`src/design/status_field_pkg.sv`:
```
/*
 * constants, state type and field helpers of the status field encoder.
 * assumes: one clock domain; users write status_field_pkg::name.
 */
package status_field_pkg;

    // ************************************************************
    // record geometry
    // ************************************************************
    localparam int unsigned  REC_MAX_BYTES  = 40;            // longest record (diagnostic)
    localparam int unsigned  REC_MAX_BITS   = REC_MAX_BYTES * 8;
    localparam logic [5:0]   STATUS_LEN     = 6'h12;         // status record, 18 bytes
    localparam logic [5:0]   DIAG_LEN       = 6'h28;         // diagnostic record, 40 bytes
    localparam int unsigned  STATUS_BITS    = 144;           // 18 bytes as bits
    localparam int unsigned  DIAG_BITS      = 320;           // 40 bytes as bits

    // ************************************************************
    // field widths and codes
    // ************************************************************
    localparam int unsigned  TIME_VAL_W     = 10;            // millis / micros value bits
    localparam logic [9:0]   TIME_MAX       = 10'h3E7;       // largest legal value, 999
    localparam int unsigned  RAIL_W         = 12;            // measured rail code bits
    localparam int unsigned  RAIL_COUNT     = 6;             // rail fields on first generation
    localparam int unsigned  ERR_CNT_W      = 16;            // link error counter width
    localparam logic [15:0]  ERR_CNT_MAX    = 16'hFFFF;      // counter saturates here
    localparam logic [7:0]   CKSUM_PASS     = 8'h00;         // compensation data checksum good
    localparam logic [7:0]   CKSUM_FAIL     = 8'h01;         // compensation data checksum bad
    localparam logic [22:0]  CUR_MAG_MAX    = 23'h7FFFFF;    // largest current magnitude

    // ************************************************************
    // sync input status byte layout
    // ************************************************************
    localparam int unsigned  SYNC_PPS_BIT   = 0;             // pulse-per-second input valid
    localparam int unsigned  SYNC_RMC_BIT   = 1;             // rmc sentence valid
    localparam int unsigned  SYNC_UTC_BIT   = 2;             // timestamp tracking utc

    // ************************************************************
    // reset values
    // ************************************************************
    localparam logic [15:0]  FIELD16_RST    = 16'h0000;
    localparam logic [7:0]   BYTE_RST       = 8'h00;

    // ************************************************************
    // sender state, one-hot
    // ************************************************************
    typedef enum logic [1:0]
    {
        ST_IDLE = 2'b01,
        ST_SEND = 2'b10
    } send_state_t;

    // ************************************************************
    // helpers
    // ************************************************************
    // two's complement microamps to 24-bit sign-magnitude; the one value whose
    // magnitude does not fit (-2^23) saturates to the largest magnitude
    function automatic logic [23:0] to_sign_mag(input logic [23:0] val);
        logic [23:0] neg;
        neg = 24'h000000 - val;
        if (!val[23])
            to_sign_mag = {1'b0, val[22:0]};
        else if (neg[23])
            to_sign_mag = {1'b1, CUR_MAG_MAX};
        else
            to_sign_mag = {1'b1, neg[22:0]};
    endfunction : to_sign_mag

    // clamp a time value into 0..999 and pad with zero reserved bits
    function automatic logic [15:0] time_field(input logic [9:0] val);
        logic [9:0] lim;
        lim = (val > TIME_MAX) ? TIME_MAX : val;
        time_field = {6'h00, lim};
    endfunction : time_field

    // 12-bit measured code in a 16-bit field, unused top nibble zero
    function automatic logic [15:0] field12(input logic [11:0] val);
        field12 = {4'h0, val};
    endfunction : field12

    // 13-bit signed temperature in bits 15..3, ignored low bits zero
    function automatic logic [15:0] temp13_field(input logic [12:0] val);
        temp13_field = {val, 3'b000};
    endfunction : temp13_field

endpackage : status_field_pkg

```
`src/design/device_status_field_encoder.sv`:
```
/*
 * device status field encoder: keeps the status and diagnostic fields and sends
 * the 18-byte status or 40-byte diagnostic record, high byte first, one byte per
 * enabled clock.
 * assumes: inputs on ref_clk_i except the two sync lock pins, synchronised here;
 * the stream sink always accepts.
 */
// What this block does
// - time fields: ten value bits, 0..999
// - currents: 24-bit sign-magnitude, one microamp steps
// - first generation: two currents lead status record
// - first generation: six 12-bit rail codes
// - later generation: reserved bytes, voltages, big-endian
// - diagnostic byte 11: checksum pass or fail
// - two 16-bit link error counters
// - temperatures one-four: 13-bit signed, bits 15..3
// - temperatures one-two bottom, three-four top
// - fifth temperature: 12-bit signed, bits 11..0
// - byte 16: pps, rmc, utc status bits
// - motor speed in bytes 32 and 33
`timescale 1ns/1ns
`default_nettype none

module device_status_field_encoder
(
    // clock, reset, enable
    input  wire logic         ref_clk_i,
    input  wire logic         nrst_i,
    input  wire logic         clk_en_i,
    // configuration
    input  wire logic         gen_later_i,          // 1: later hardware generation
    // record requests, one-cycle pulses
    input  wire logic         send_status_i,
    input  wire logic         send_diag_i,
    // time values
    input  wire logic [9:0]   time_millis_i,
    input  wire logic [9:0]   time_micros_i,
    // supply currents, two's complement microamps
    input  wire logic [23:0]  sensor_current_i,
    input  wire logic [23:0]  top_current_i,
    // rail codes, rail k at bits 12k+11..12k
    input  wire logic [71:0]  rail_codes_i,
    // compensation data checksum
    input  wire logic         comp_checksum_fail_i,
    // link error pulses
    input  wire logic         single_bit_err_i,
    input  wire logic         double_bit_err_i,
    // temperatures, two's complement
    input  wire logic [12:0]  temp_bottom_a_i,      // 1/16 degree steps
    input  wire logic [12:0]  temp_bottom_b_i,
    input  wire logic [12:0]  temp_top_a_i,
    input  wire logic [12:0]  temp_top_b_i,
    input  wire logic [11:0]  temp_board5_i,        // 1/4 degree steps
    // time sync inputs
    input  wire logic         pulse_input_valid_i,  // pin
    input  wire logic         rmc_sentence_valid_i, // pin
    input  wire logic         timestamp_tracking_utc_i,
    // motor speed, six counts per unit of speed
    input  wire logic [15:0]  motor_speed_i,
    // field registers
    output logic [15:0]       time_millis_o,
    output logic [15:0]       time_micros_o,
    output logic [15:0]       link_single_bit_errors_o,
    output logic [15:0]       link_double_bit_errors_o,
    output logic [7:0]        sync_input_status_o,
    // record byte stream
    output logic [7:0]        rec_byte_o,
    output logic              rec_valid_o,
    output logic              rec_first_o,
    output logic              rec_last_o,
    output logic              rec_is_diag_o,
    output logic              busy_o
);

    // ************************************************************
    // declarations
    // ************************************************************
    status_field_pkg::send_state_t  state_q;        // sender state
    status_field_pkg::send_state_t  state_d;
    logic [319:0]  shift_q;                         // remaining bytes, next at the top
    logic [5:0]    remain_q;                        // bytes still to send after rec_byte_o
    logic          pps_sync;                        // synchronised pulse lock
    logic          rmc_sync;                        // synchronised rmc lock
    logic [15:0]   err_single;                      // counter outputs
    logic [15:0]   err_double;

    // ************************************************************
    // sync lock pins
    // ************************************************************
    // pins are asynchronous, so each goes through two flops first
    pin_sync u_pps_sync
    (
        .ref_clk_i (ref_clk_i),
        .nrst_i    (nrst_i),
        .clk_en_i  (clk_en_i),
        .async_i   (pulse_input_valid_i),
        .sync_o    (pps_sync)
    );

    pin_sync u_rmc_sync
    (
        .ref_clk_i (ref_clk_i),
        .nrst_i    (nrst_i),
        .clk_en_i  (clk_en_i),
        .async_i   (rmc_sentence_valid_i),
        .sync_o    (rmc_sync)
    );

    // ************************************************************
    // request decode
    // ************************************************************
    wire   idle        = (state_q == status_field_pkg::ST_IDLE);
    wire   take_status = clk_en_i && idle && send_status_i;          // status wins a tie
    wire   take_diag   = clk_en_i && idle && send_diag_i && !send_status_i;
    wire   take_any    = take_status || take_diag;
    wire   last_sent   = (remain_q == 6'h00);

    // ************************************************************
    // link error counters
    // ************************************************************
    // the window restarts whenever a diagnostic record snapshots the counts
    link_error_counter u_err_single
    (
        .ref_clk_i (ref_clk_i),
        .nrst_i    (nrst_i),
        .clk_en_i  (clk_en_i),
        .err_i     (single_bit_err_i),
        .clear_i   (take_diag),
        .count_o   (err_single)
    );

    link_error_counter u_err_double
    (
        .ref_clk_i (ref_clk_i),
        .nrst_i    (nrst_i),
        .clk_en_i  (clk_en_i),
        .err_i     (double_bit_err_i),
        .clear_i   (take_diag),
        .count_o   (err_double)
    );

    // ************************************************************
    // field encoding
    // ************************************************************
    wire [23:0] sensor_cur_f = status_field_pkg::to_sign_mag(sensor_current_i);
    wire [23:0] top_cur_f    = status_field_pkg::to_sign_mag(top_current_i);

    // rail codes in 16-bit fields with a zero top nibble
    wire [15:0] rail_f [6];
    genvar gi;
    generate
        for (gi = 0; gi < 6; gi++)
        begin : g_rail
            assign rail_f[gi] = status_field_pkg::field12(rail_codes_i[gi*12 +: 12]);
        end
    endgenerate

    // board temperatures; one-two bottom, three-four top
    wire [15:0] temp1_f = status_field_pkg::temp13_field(temp_bottom_a_i);
    wire [15:0] temp2_f = status_field_pkg::temp13_field(temp_bottom_b_i);
    wire [15:0] temp3_f = status_field_pkg::temp13_field(temp_top_a_i);
    wire [15:0] temp4_f = status_field_pkg::temp13_field(temp_top_b_i);
    wire [15:0] temp5_f = status_field_pkg::field12(temp_board5_i);

    // checksum byte is a full byte code, not a single bit
    wire [7:0]  cksum_f = comp_checksum_fail_i ? status_field_pkg::CKSUM_FAIL
                                               : status_field_pkg::CKSUM_PASS;

    // sync status byte, reserved bits zero
    logic [7:0] sync_f;
    always_comb
    begin
        sync_f = status_field_pkg::BYTE_RST;
        sync_f[status_field_pkg::SYNC_PPS_BIT] = pps_sync;
        sync_f[status_field_pkg::SYNC_RMC_BIT] = rmc_sync;
        sync_f[status_field_pkg::SYNC_UTC_BIT] = timestamp_tracking_utc_i;
    end

    // ************************************************************
    // record assembly, byte 1 in the top bits
    // ************************************************************
    // first generation: two currents, then six rails
    wire [143:0] status_gen1 = {sensor_cur_f, top_cur_f,
                                rail_f[0], rail_f[1], rail_f[2],
                                rail_f[3], rail_f[4], rail_f[5]};
    // later generation: eight zero bytes, then the rails that fit bytes 9..18
    wire [143:0] status_gen2 = {64'h0000_0000_0000_0000,
                                rail_f[0], rail_f[1], rail_f[2],
                                rail_f[3], rail_f[4]};
    wire [143:0] status_rec  = gen_later_i ? status_gen2 : status_gen1;

    // diagnostic record: debug bytes 1..10, 27..31 and 34..40 are zero
    wire [319:0] diag_rec = {80'h0,
                             cksum_f,
                             err_single, err_double,
                             sync_f,
                             temp1_f, temp2_f, temp3_f, temp4_f, temp5_f,
                             40'h0,
                             motor_speed_i,
                             56'h0};

    // the chosen record, left aligned so both kinds leave from the top byte
    wire [319:0] load_rec = take_status ? {status_rec, 176'h0} : diag_rec;
    wire [5:0]   load_len = take_status ? status_field_pkg::STATUS_LEN
                                        : status_field_pkg::DIAG_LEN;

    // ************************************************************
    // sender state machine
    // ************************************************************
    always_comb
    begin
        case (state_q)
            status_field_pkg::ST_IDLE:
                state_d = take_any ? status_field_pkg::ST_SEND : status_field_pkg::ST_IDLE;
            status_field_pkg::ST_SEND:
                state_d = last_sent ? status_field_pkg::ST_IDLE : status_field_pkg::ST_SEND;
            default:
                state_d = status_field_pkg::ST_IDLE;        // recover from an illegal code
        endcase
    end

    always_ff @(posedge ref_clk_i)
    begin
        if (!nrst_i)
            state_q <= status_field_pkg::ST_IDLE;
        else if (clk_en_i)
            state_q <= state_d;
    end

    // ************************************************************
    // byte stream
    // ************************************************************
    // the whole record is captured at the request, so fields that change while
    // it is sent cannot tear a multi-byte value
    always_ff @(posedge ref_clk_i)
    begin
        if (!nrst_i)
        begin
            shift_q       <= '0;
            remain_q      <= 6'h00;
            rec_byte_o    <= status_field_pkg::BYTE_RST;
            rec_valid_o   <= 1'b0;
            rec_first_o   <= 1'b0;
            rec_last_o    <= 1'b0;
            rec_is_diag_o <= 1'b0;
            busy_o        <= 1'b0;
        end
        else if (take_any)
        begin
            // first byte leaves on the next edge's output
            rec_byte_o    <= load_rec[319:312];
            shift_q       <= {load_rec[311:0], 8'h00};
            remain_q      <= load_len - 6'h01;
            rec_valid_o   <= 1'b1;
            rec_first_o   <= 1'b1;
            rec_last_o    <= 1'b0;
            rec_is_diag_o <= take_diag;
            busy_o        <= 1'b1;
        end
        else if (clk_en_i && !idle)
        begin
            if (last_sent)
            begin
                // record finished, stream goes quiet
                rec_byte_o  <= status_field_pkg::BYTE_RST;
                rec_valid_o <= 1'b0;
                rec_first_o <= 1'b0;
                rec_last_o  <= 1'b0;
                busy_o      <= 1'b0;
            end
            else
            begin
                // high-order bytes always go first
                rec_byte_o  <= shift_q[319:312];
                shift_q     <= {shift_q[311:0], 8'h00};
                remain_q    <= remain_q - 6'h01;
                rec_first_o <= 1'b0;
                rec_last_o  <= (remain_q == 6'h01);
            end
        end
    end

    // ************************************************************
    // field registers
    // ************************************************************
    // updated every enabled cycle; out-of-range time values are clamped to 999
    always_ff @(posedge ref_clk_i)
    begin
        if (!nrst_i)
        begin
            time_millis_o       <= status_field_pkg::FIELD16_RST;
            time_micros_o       <= status_field_pkg::FIELD16_RST;
            sync_input_status_o <= status_field_pkg::BYTE_RST;
        end
        else if (clk_en_i)
        begin
            time_millis_o       <= status_field_pkg::time_field(time_millis_i);
            time_micros_o       <= status_field_pkg::time_field(time_micros_i);
            sync_input_status_o <= sync_f;
        end
    end

    // counts come straight from the counter flops
    assign link_single_bit_errors_o = err_single;
    assign link_double_bit_errors_o = err_double;

endmodule : device_status_field_encoder

`default_nettype wire

```
`src/design/link_error_counter.sv`:
```
/*
 * 16-bit saturating link error counter.
 * assumes: err_i comes from the same clock; clear_i marks a snapshot cycle.
 */
`timescale 1ns/1ns
`default_nettype none

module link_error_counter
(
    // clock and reset
    input  wire logic         ref_clk_i,
    input  wire logic         nrst_i,
    input  wire logic         clk_en_i,
    // events
    input  wire logic         err_i,
    input  wire logic         clear_i,
    // count
    output logic [15:0]       count_o
);

    wire   at_max = (count_o == status_field_pkg::ERR_CNT_MAX);   // stop before wrap

    // an error in the clearing cycle is kept as the first of the new window
    always_ff @(posedge ref_clk_i)
    begin
        if (!nrst_i)
            count_o <= status_field_pkg::FIELD16_RST;
        else if (clk_en_i && clear_i)
            count_o <= {15'h0000, err_i};
        else if (clk_en_i && err_i && !at_max)
            count_o <= count_o + 16'h0001;
    end

endmodule : link_error_counter

`default_nettype wire

```
`src/design/pin_sync.sv`:
```
/*
 * two-flop synchroniser for one pin level.
 * assumes: the level is slow against the clock.
 */
`timescale 1ns/1ns
`default_nettype none

module pin_sync
(
    // clock and reset
    input  wire logic  ref_clk_i,
    input  wire logic  nrst_i,
    input  wire logic  clk_en_i,
    // level in and out
    input  wire logic  async_i,
    output logic       sync_o
);

    logic  meta_q;    // first stage, read only by the second stage

    // both stages freeze with the clock enable
    always_ff @(posedge ref_clk_i)
    begin
        if (!nrst_i)
        begin
            meta_q <= 1'b0;
            sync_o <= 1'b0;
        end
        else if (clk_en_i)
        begin
            meta_q <= async_i;
            sync_o <= meta_q;
        end
    end

endmodule : pin_sync

`default_nettype wire

```
`config.mk`:
```
export PLATFORM = sky130hd
export DESIGN_NAME = device_status_field_encoder
export DESIGN_NICKNAME = d
export VERILOG_FILES = /design/src/design/status_field_pkg.sv /design/src/design/device_status_field_encoder.sv /design/src/design/link_error_counter.sv /design/src/design/pin_sync.sv
export SDC_FILE = /design/constraint.sdc
export NUM_CORES = 1
export LEC_CHECK = 0
export ABC_AREA = 1
export BUFFER_PORTS_ARGS = -buffer_cell sky130_fd_sc_hd__buf_2
export CAP_MARGIN = 20
export CORE_MARGIN = 5
export CORE_UTILIZATION = 60
export CTS_CLUSTER_DIAMETER = 100
export DETAILED_ROUTE_END_ITERATION = 10
export PLACE_DENSITY = 0.85
export SLEW_MARGIN = 20
export SYNTH_ARGS = -nofsm -noshare
export SYNTH_HDL_FRONTEND = slang
export SYNTH_SLANG_ARGS = --single-unit
```
`constraint.sdc`:
```
create_clock -name ref_clk_i -period 4.5 [get_ports ref_clk_i]
set_input_delay 0.9 -clock ref_clk_i [delete_from_list [all_inputs] [get_ports ref_clk_i]]
set_output_delay 0.9 -clock ref_clk_i [all_outputs]
set_load 0.01 [all_outputs]
```
==> out/summary.txt, run 1 <==
Outcome = completed
Max-slew violation count = 0
Yosys warnings = 0
Synth Area in Simple Gates = 23.9%
Post-Synth XOR/XNOR Area = 1.74%
Period utilisation layout = 65.9%
Launch point of the worst reg-to-reg path = state_q[1]
Hold_sp = shift_q[242]
Std-Cell Rows = 61
Synth Area in Compound Gates = 25.3%
Mux cell area share after synthesis = 0.395%
Slew HR = 30.9%
Top cells by count, synth = nand2_1, dfxtp_1, nor2_1
GRT Max-Usage Layer = met2
Pin count of the biggest net entering global routing = 143
Crit. End Element = flop
Largest fanout on the critical path = 79
Inserted Clock Buffers = 35
Largest stage delay on the critical path = 0.54 ns
Die H = 179 um
Fillers = 2,351
Crit path required time = 4.92 ns
Largest family of logic cells by synthesized area = compound AO/OA/AOI/OAI gates
DR vias/cell = 5.82
Total Wirelength = 51,600 um
Worst IR Drop VDD = 0.296 mV
Fin cells = 2,977
Grt ovf = 0
Worst hold path type = flop to flop
Post-Place Cells = 2,916
Cell Pwr Density = 405 nW/um^2
Die area = 32,000 um^2
CP Buf/Inv Count = 3
TritonCTS clock tree = built
Top FF cell, synth = dfxtp_1
Wire length per cell = 17.3 um
RSZ-0062 raised after global routing = false
Core box area = 27,900 um^2
Area grow syn2layout = 14.4%
Crit-path cells = inv_1, ha_1, nand3_4, nand2_4, inv_6, buf_12, nand2_1, a311oi_2
Met1 Track Usage GR = 40.9%
Seq/Total Area, Yosys = 39.2%
Startpoint types = flop
GRT Overall Usage = 30.8%
RD Place Congestion = 0.940
Setup Fix Bufs, Post-CTS = 0
Minimum setup slack among reg-to-reg paths = 1.53 ns
Met2 Use GR = 50.4%
Leakage = 7.83 nW
Avg Cell Area, Syn = 7.14 um^2
Total power = 7.92 mW
Max Root-Sink Buffers = 3
WS Path Type = flop to flop
Mapped cell area = 17,100 um^2
Vias in the first global route = 15,900
Number of max-cap violations = 0
Maximum clock rate = 337 MHz
Setup crit start = state_q[1]
Hold Fails Final Rpt = 0
Number of synthesized flops with an enable pin = 0
Ys async rst share = 0%
Final core utilization = 70.0%
Count leader, synth = nand2_1
IO Count = 317
Detail Placement HPWL = 35,900 um
Worst R2R End = shift_q[146]
Post-synthesis adder-cell area fraction = 0.586%
Final Skew = 0.0225 ns
CTS H-tree depth = 2
R2R cell count = 8
Data arrival, critical path = 3.39 ns
DRT iter0 DRCs = 1,750
CTS clk-pin slew, worst paths = 0.06 ns
Initial antenna violation count = 3
Setup violators final = 0
Delay-heaviest family, CP = buffers and inverters
GR Util met3 = 5.02%
CTS Sinks = 335
Seq cells post-synth = 335
Setup TNS = 0 ns
Via count = 17,300
Post-Synthesis Cells = 2,392
Worst hold endpoint = shift_q[242]
Yosys top cell by area = dfxtp_1
Hold path cells = 2
DIE WIDTH = 179 um
CTS Hold Buffers Added = 0
CP max-delay cell = inv_6
First-pass GRT wire length = 81,000 um
Top cell type's share of synthesized area = 39.2%
Clock root buffer = clkbuf_16
Layout cells sized above 1 = 18.0%
Synth top area cells = dfxtp_1, nand2_1, o21ai_0, a21oi_1, nor2_1
Slew @ Worst Pin = 1.04 ns
Distinct cells, synth = 43
Final-stage net count = 2,815
Drt first pass iters = 5
Time the worst path needs with I/O delays and setup = 2.97 ns
Clk_lat worst skew = 0.52 ns
ANT nets after route = 0
I/O Buffers = 299
Number of remaining DRC errors = 0
PostCTS Resize Cnt = 0
Starting Density = 61.2%
-- power by group --
group | internal, mW | switching [mW] | leakage [nW]
clock | 1.62 | 1.16 | 0.534
sequential | 3.32 | 0.189 | 2.75
combinational | 0.566 | 1.06 | 4.55
-- worst reg2reg max path, stage by stage (launching register included) --
cell,delay (ns)
dfxtp_1,0.33
inv_1,0.07
ha_1,0.26
nand3_4,0.35
nand2_4,0.37
inv_6,0.57
buf_12,0.40
nand2_1,0.24
a311oi_2,0.30
-- routing by layer --
layer  part of all wire, %  vias to the layer above
li1                      -                     8403
met1                    41                     8022
met2                    47                      771
met3                   7.8                      129
met4                   3.9                        0
met5                     0                        -
-- placed cells by master (no fill, tap or decap), types with 3 or more instances in the layout --
cell / synthesis / final
nand3b_1: 5 / 5
inv_2: 7 / 5
a22o_1: 8 / 8
inv_1: 143 / 143
nand3_1: 97 / 97
clkbuf_8: 0 / 8
a41oi_1: 16 / 16
nor2_2: 6 / 6
buf_12: 0 / 7
clkinv_8: 0 / 3
nor3_1: 14 / 14
clkbuf_16: 0 / 35
mux2_2: 6 / 6
nand3_2: 3 / 3
nand4_1: 21 / 21
diode_2: 0 / 5
clkbuf_1: 89 / 8
a311oi_1: 25 / 25
dfxtp_1: 335 / 335
o2111ai_1: 3 / 3
buf_2: 47 / 297
a31oi_1: 9 / 9
xor2_1: 20 / 20
o21ai_1: 24 / 24
a311oi_2: 67 / 67
o21ai_0: 251 / 251
buf_4: 34 / 14
o211ai_1: 24 / 24
nand2_1: 570 / 570
ha_1: 8 / 8
conb_1: 1 / 17
a211oi_1: 8 / 8
a21oi_1: 216 / 216
o22ai_1: 17 / 17
xnor2_1: 14 / 14
nor2_1: 271 / 270
-- cells by family (layout without fill, tap and decap cells) --
kind of cell	count (synthesis)	after routing
DFF	335	335
AOI/OAI and AO/OA	668	668
xor gates and xnor gates	34	34
buffers and inverters	341	527
other	1	22
adders and majority gates	8	8
muxes	6	6
and+or+nand+nor	999	999
-- worst max-delay path by stage --
stage | to | cells after the start
finish | shift_q[146] | 8
global route | rec_byte_o[7] | 8
CTS | shift_q[140] | 8
floorplan | shift_q[127] | 7
detailed placement | shift_q[214] | 11
global placement | shift_q[241] | 12
-- stage by stage --
stage               hold WS [ns]  cell area [um^2]  setup WS, ns
floorplan                  0.430             17200          2.41
global placement           0.444             18500          1.15
detailed placement         0.452             18500          1.08
CTS                        0.460             19500          1.62
global route               0.481             19500          1.31
finish                     0.455             19600          1.53
-- area by class of cell --
class	instances	area, um^2	area share (%)
repair buffers	318	1730	8.86
clock inverters	5	72.6	0.371
inverters	153	599	3.07
multi-input cells	1732	8940	45.7
well taps	378	473	2.42
diodes	5	12.5	0.0640
clock buffers	51	1020	5.20
flip-flops and latches	335	6710	34.3
-- sequential cells by signal, summed over array words and instances (netlist names), 2 cells and up --
register              count
sync_input_status_o       3
u_err_single.count_o     16
state_q                   2
time_micros_o            10
rec_byte_o                8
shift_q                 256
time_millis_o            10
remain_q                  6
u_err_double.count_o     16
Note: power is estimated with default switching activity, not from simulation.
==> run 2, diff against run 1 <==
--- a/config.mk
+++ b/config.mk
@@ -9,10 +9,10 @@
 export BUFFER_PORTS_ARGS = -buffer_cell sky130_fd_sc_hd__buf_2
 export CAP_MARGIN = 20
 export CORE_MARGIN = 5
-export CORE_UTILIZATION = 60
+export CORE_UTILIZATION = 56
 export CTS_CLUSTER_DIAMETER = 100
 export DETAILED_ROUTE_END_ITERATION = 10
-export PLACE_DENSITY = 0.85
+export PLACE_DENSITY = 0.8
 export SLEW_MARGIN = 20
 export SYNTH_ARGS = -nofsm -noshare
 export SYNTH_HDL_FRONTEND = slang
==> constraint.sdc (replaced) <==
create_clock -name ref_clk_i -period 2.8 [get_ports ref_clk_i]
set_input_delay 0.56 -clock ref_clk_i [delete_from_list [all_inputs] [get_ports ref_clk_i]]
set_output_delay 0.56 -clock ref_clk_i [all_outputs]
set_load 0.01 [all_outputs]
==> run 2 against run 1 <==
  * Utilization fell by 4.8 points
  * Sequential share of layout area decreased by 0.42 points
  * Die area rose by 6.7%
  * Clock-buffer cell count fell by 6
  * Sequential power grew 61%
  * Via count decreased by 0.29%
  * Flip-flop and latch count stayed put
  * First-iteration DRC count down 5.4%
  * Highest routed layer unchanged
==> out/summary.txt, run 2 (synthesis results as in run 1) <==
Period utilisation layout = 86.2%
Die H = 185 um
Die area = 34,100 um^2
RSZ-0062 raised after global routing = false
Clk_lat worst skew = 0.52 ns
Detail Placement HPWL = 36,600 um
Post-Place Cells = 2,952
Top flop regs = shift_q x256, u_err_double.count_o x16, u_err_single.count_o x16
Maximum clock rate = 414 MHz
WS Path Type = flop to flop
CTS Sinks = 335
Hold Fails Final Rpt = 0
Slew @ Worst Pin = 1.05 ns
Combinational power share = 21.2%
Register area = 6710 um^2
Core box area = 30,300 um^2
Cell Pwr Density = 646 nW/um^2
Clock root buffer = clkbuf_16
Startpoint types = flop
IO Count = 317
Minimum setup slack among reg-to-reg paths = 0.39 ns
Wire length per cell = 17.3 um
First-pass GRT wire length = 82,600 um
Fillers = 2,703
Net Sw Power = 3.97 mW
Fin cells = 3,016
Hold path cells = 3
Final Skew = 0.0316 ns
Data arrival, critical path = 2.84 ns
Via count = 17,300
Area of the multi-input gates = 8940 um^2
Max Root-Sink Buffers = 3
Max-slew violation count = 0
Total Wirelength = 52,200 um
Number of remaining DRC errors = 0
Setup Fix Bufs, Post-CTS = 0
R2R cell count = 7
CTS H-tree depth = 2
Clock Power Share = 34.8%
TritonCTS clock tree = built
Worst R2R End = shift_q[318]
Crit path required time = 3.23 ns
ANT nets after route = 0
Largest fanout on the critical path = 112
Launch point of the worst reg-to-reg path = state_q[1]
Number of max-cap violations = 0
Seq pwr share = 44.1%
DIE WIDTH = 185 um
Grt ovf = 0
CTS Hold Buffers Added = 0
Layout cells sized above 1 = 18.8%
Max reg flops = 256
Time the worst path needs with I/O delays and setup = 2.41 ns
Largest register by flop count = shift_q
Slew HR = 30.0%
Setup TNS = 0 ns
Commonest cells after routing, fill and taps aside = nand2_1, dfxtp_1, buf_2
RD Place Congestion = 0.948
Vias in the first global route = 16,000
DRT iter0 DRCs = 1,656
CTS clk-pin slew, worst paths = 0.06 ns
Std-Cell Rows = 64
I/O Buffers = 299
Area grow syn2layout = 15.8%
Worst IR Drop VDD = 0.508 mV
Final core utilization = 65.2%
Initial antenna violation count = 3
Worst hold endpoint = u_rmc_sync.meta_q
Outcome = completed
Drt first pass iters = 6
Starting Density = 56.3%
PostCTS Resize Cnt = 0
GRT Overall Usage = 29.2%
Crit. End Element = flop
P_int = 8.82 mW
Net Sw Frac = 31.0%
Worst hold path type = primary input to flop
Pin count of the biggest net entering global routing = 164
Final-stage net count = 2,834
Setup violators final = 0
Hold_sp = rmc_sentence_valid_i
DR vias/cell = 5.73
Leakage = 7.96 nW
Total power = 12.8 mW
Most common cell after layout, fill and taps aside = nand2_1
Inserted Clock Buffers = 36
run 2: power by group through the flow:
stage / Clock [mW] / Sequential, mW / Combinational [mW]
floorplan: 0 / 5.64 / 1.95
global placement: 0 / 5.70 / 2.59
CTS: 4.50 / 5.62 / 2.69
detailed placement: 0 / 5.72 / 2.67
finish: 4.45 / 5.64 / 2.71
global route: 4.73 / 5.68 / 3.01
run 2: area by class of cell:
class | instances | share of cell area [%]
clock buffers | 45 | 4.82
repair buffers | 336 | 9.94
clock inverters | 15 | 0.613
flip-flops and latches | 335 | 33.9
multi-input cells | 1732 | 45.2
diodes | 4 | 0.0506
well taps | 396 | 2.50
inverters | 153 | 3.03
run 2: worst max-delay path by stage:
stage	start	end	slack, ns	depth (start not counted)
2_1_floorplan	clk_en_i	shift_q[127]	1.05	7
3_3_place_gp	clk_en_i	shift_q[318]	0.43	7
3_5_place_dp	clk_en_i	shift_q[273]	0.38	10
4_1_cts	state_q[1]	shift_q[318]	0.48	7
5_1_grt	state_q[1]	shift_q[318]	0.24	7
6_report	state_q[1]	shift_q[318]	0.39	7
run 2: critical path, stage by stage, from the launching register on:
cell and delay, ns:
dfxtp_1 0.32, inv_1 0.08, ha_1 0.28, nor2_1 0.14, nand2_4 0.10, buf_4 0.78, o21ai_0 0.32, a21oi_1 0.22
run 2: stage by stage:
| stage | hold WS [ns] | worst slack, ns | cell area (um^2) |
|---|---|---|---|
| 4_1_cts | 0.260 | 0.476 | 19800 |
| 3_3_place_gp | 0.444 | 0.428 | 18700 |
| 3_5_place_dp | 0.450 | 0.380 | 18700 |
| 2_1_floorplan | 0.430 | 1.05 | 17200 |
| 6_report | 0.270 | 0.387 | 19800 |
| 5_1_grt | 0.268 | 0.242 | 19800 |
run 2: metal layers:
metal | routed length [um] | vias to the layer above | GRT usage [%]
met1 | 22300 | 8047 | 40.2
met2 | 24200 | 692 | 47.1
li1 | - | 8440 | -
met5 | 0 | - | 0
met4 | 1610 | 0 | 9.19
met3 | 4080 | 96 | 5.09
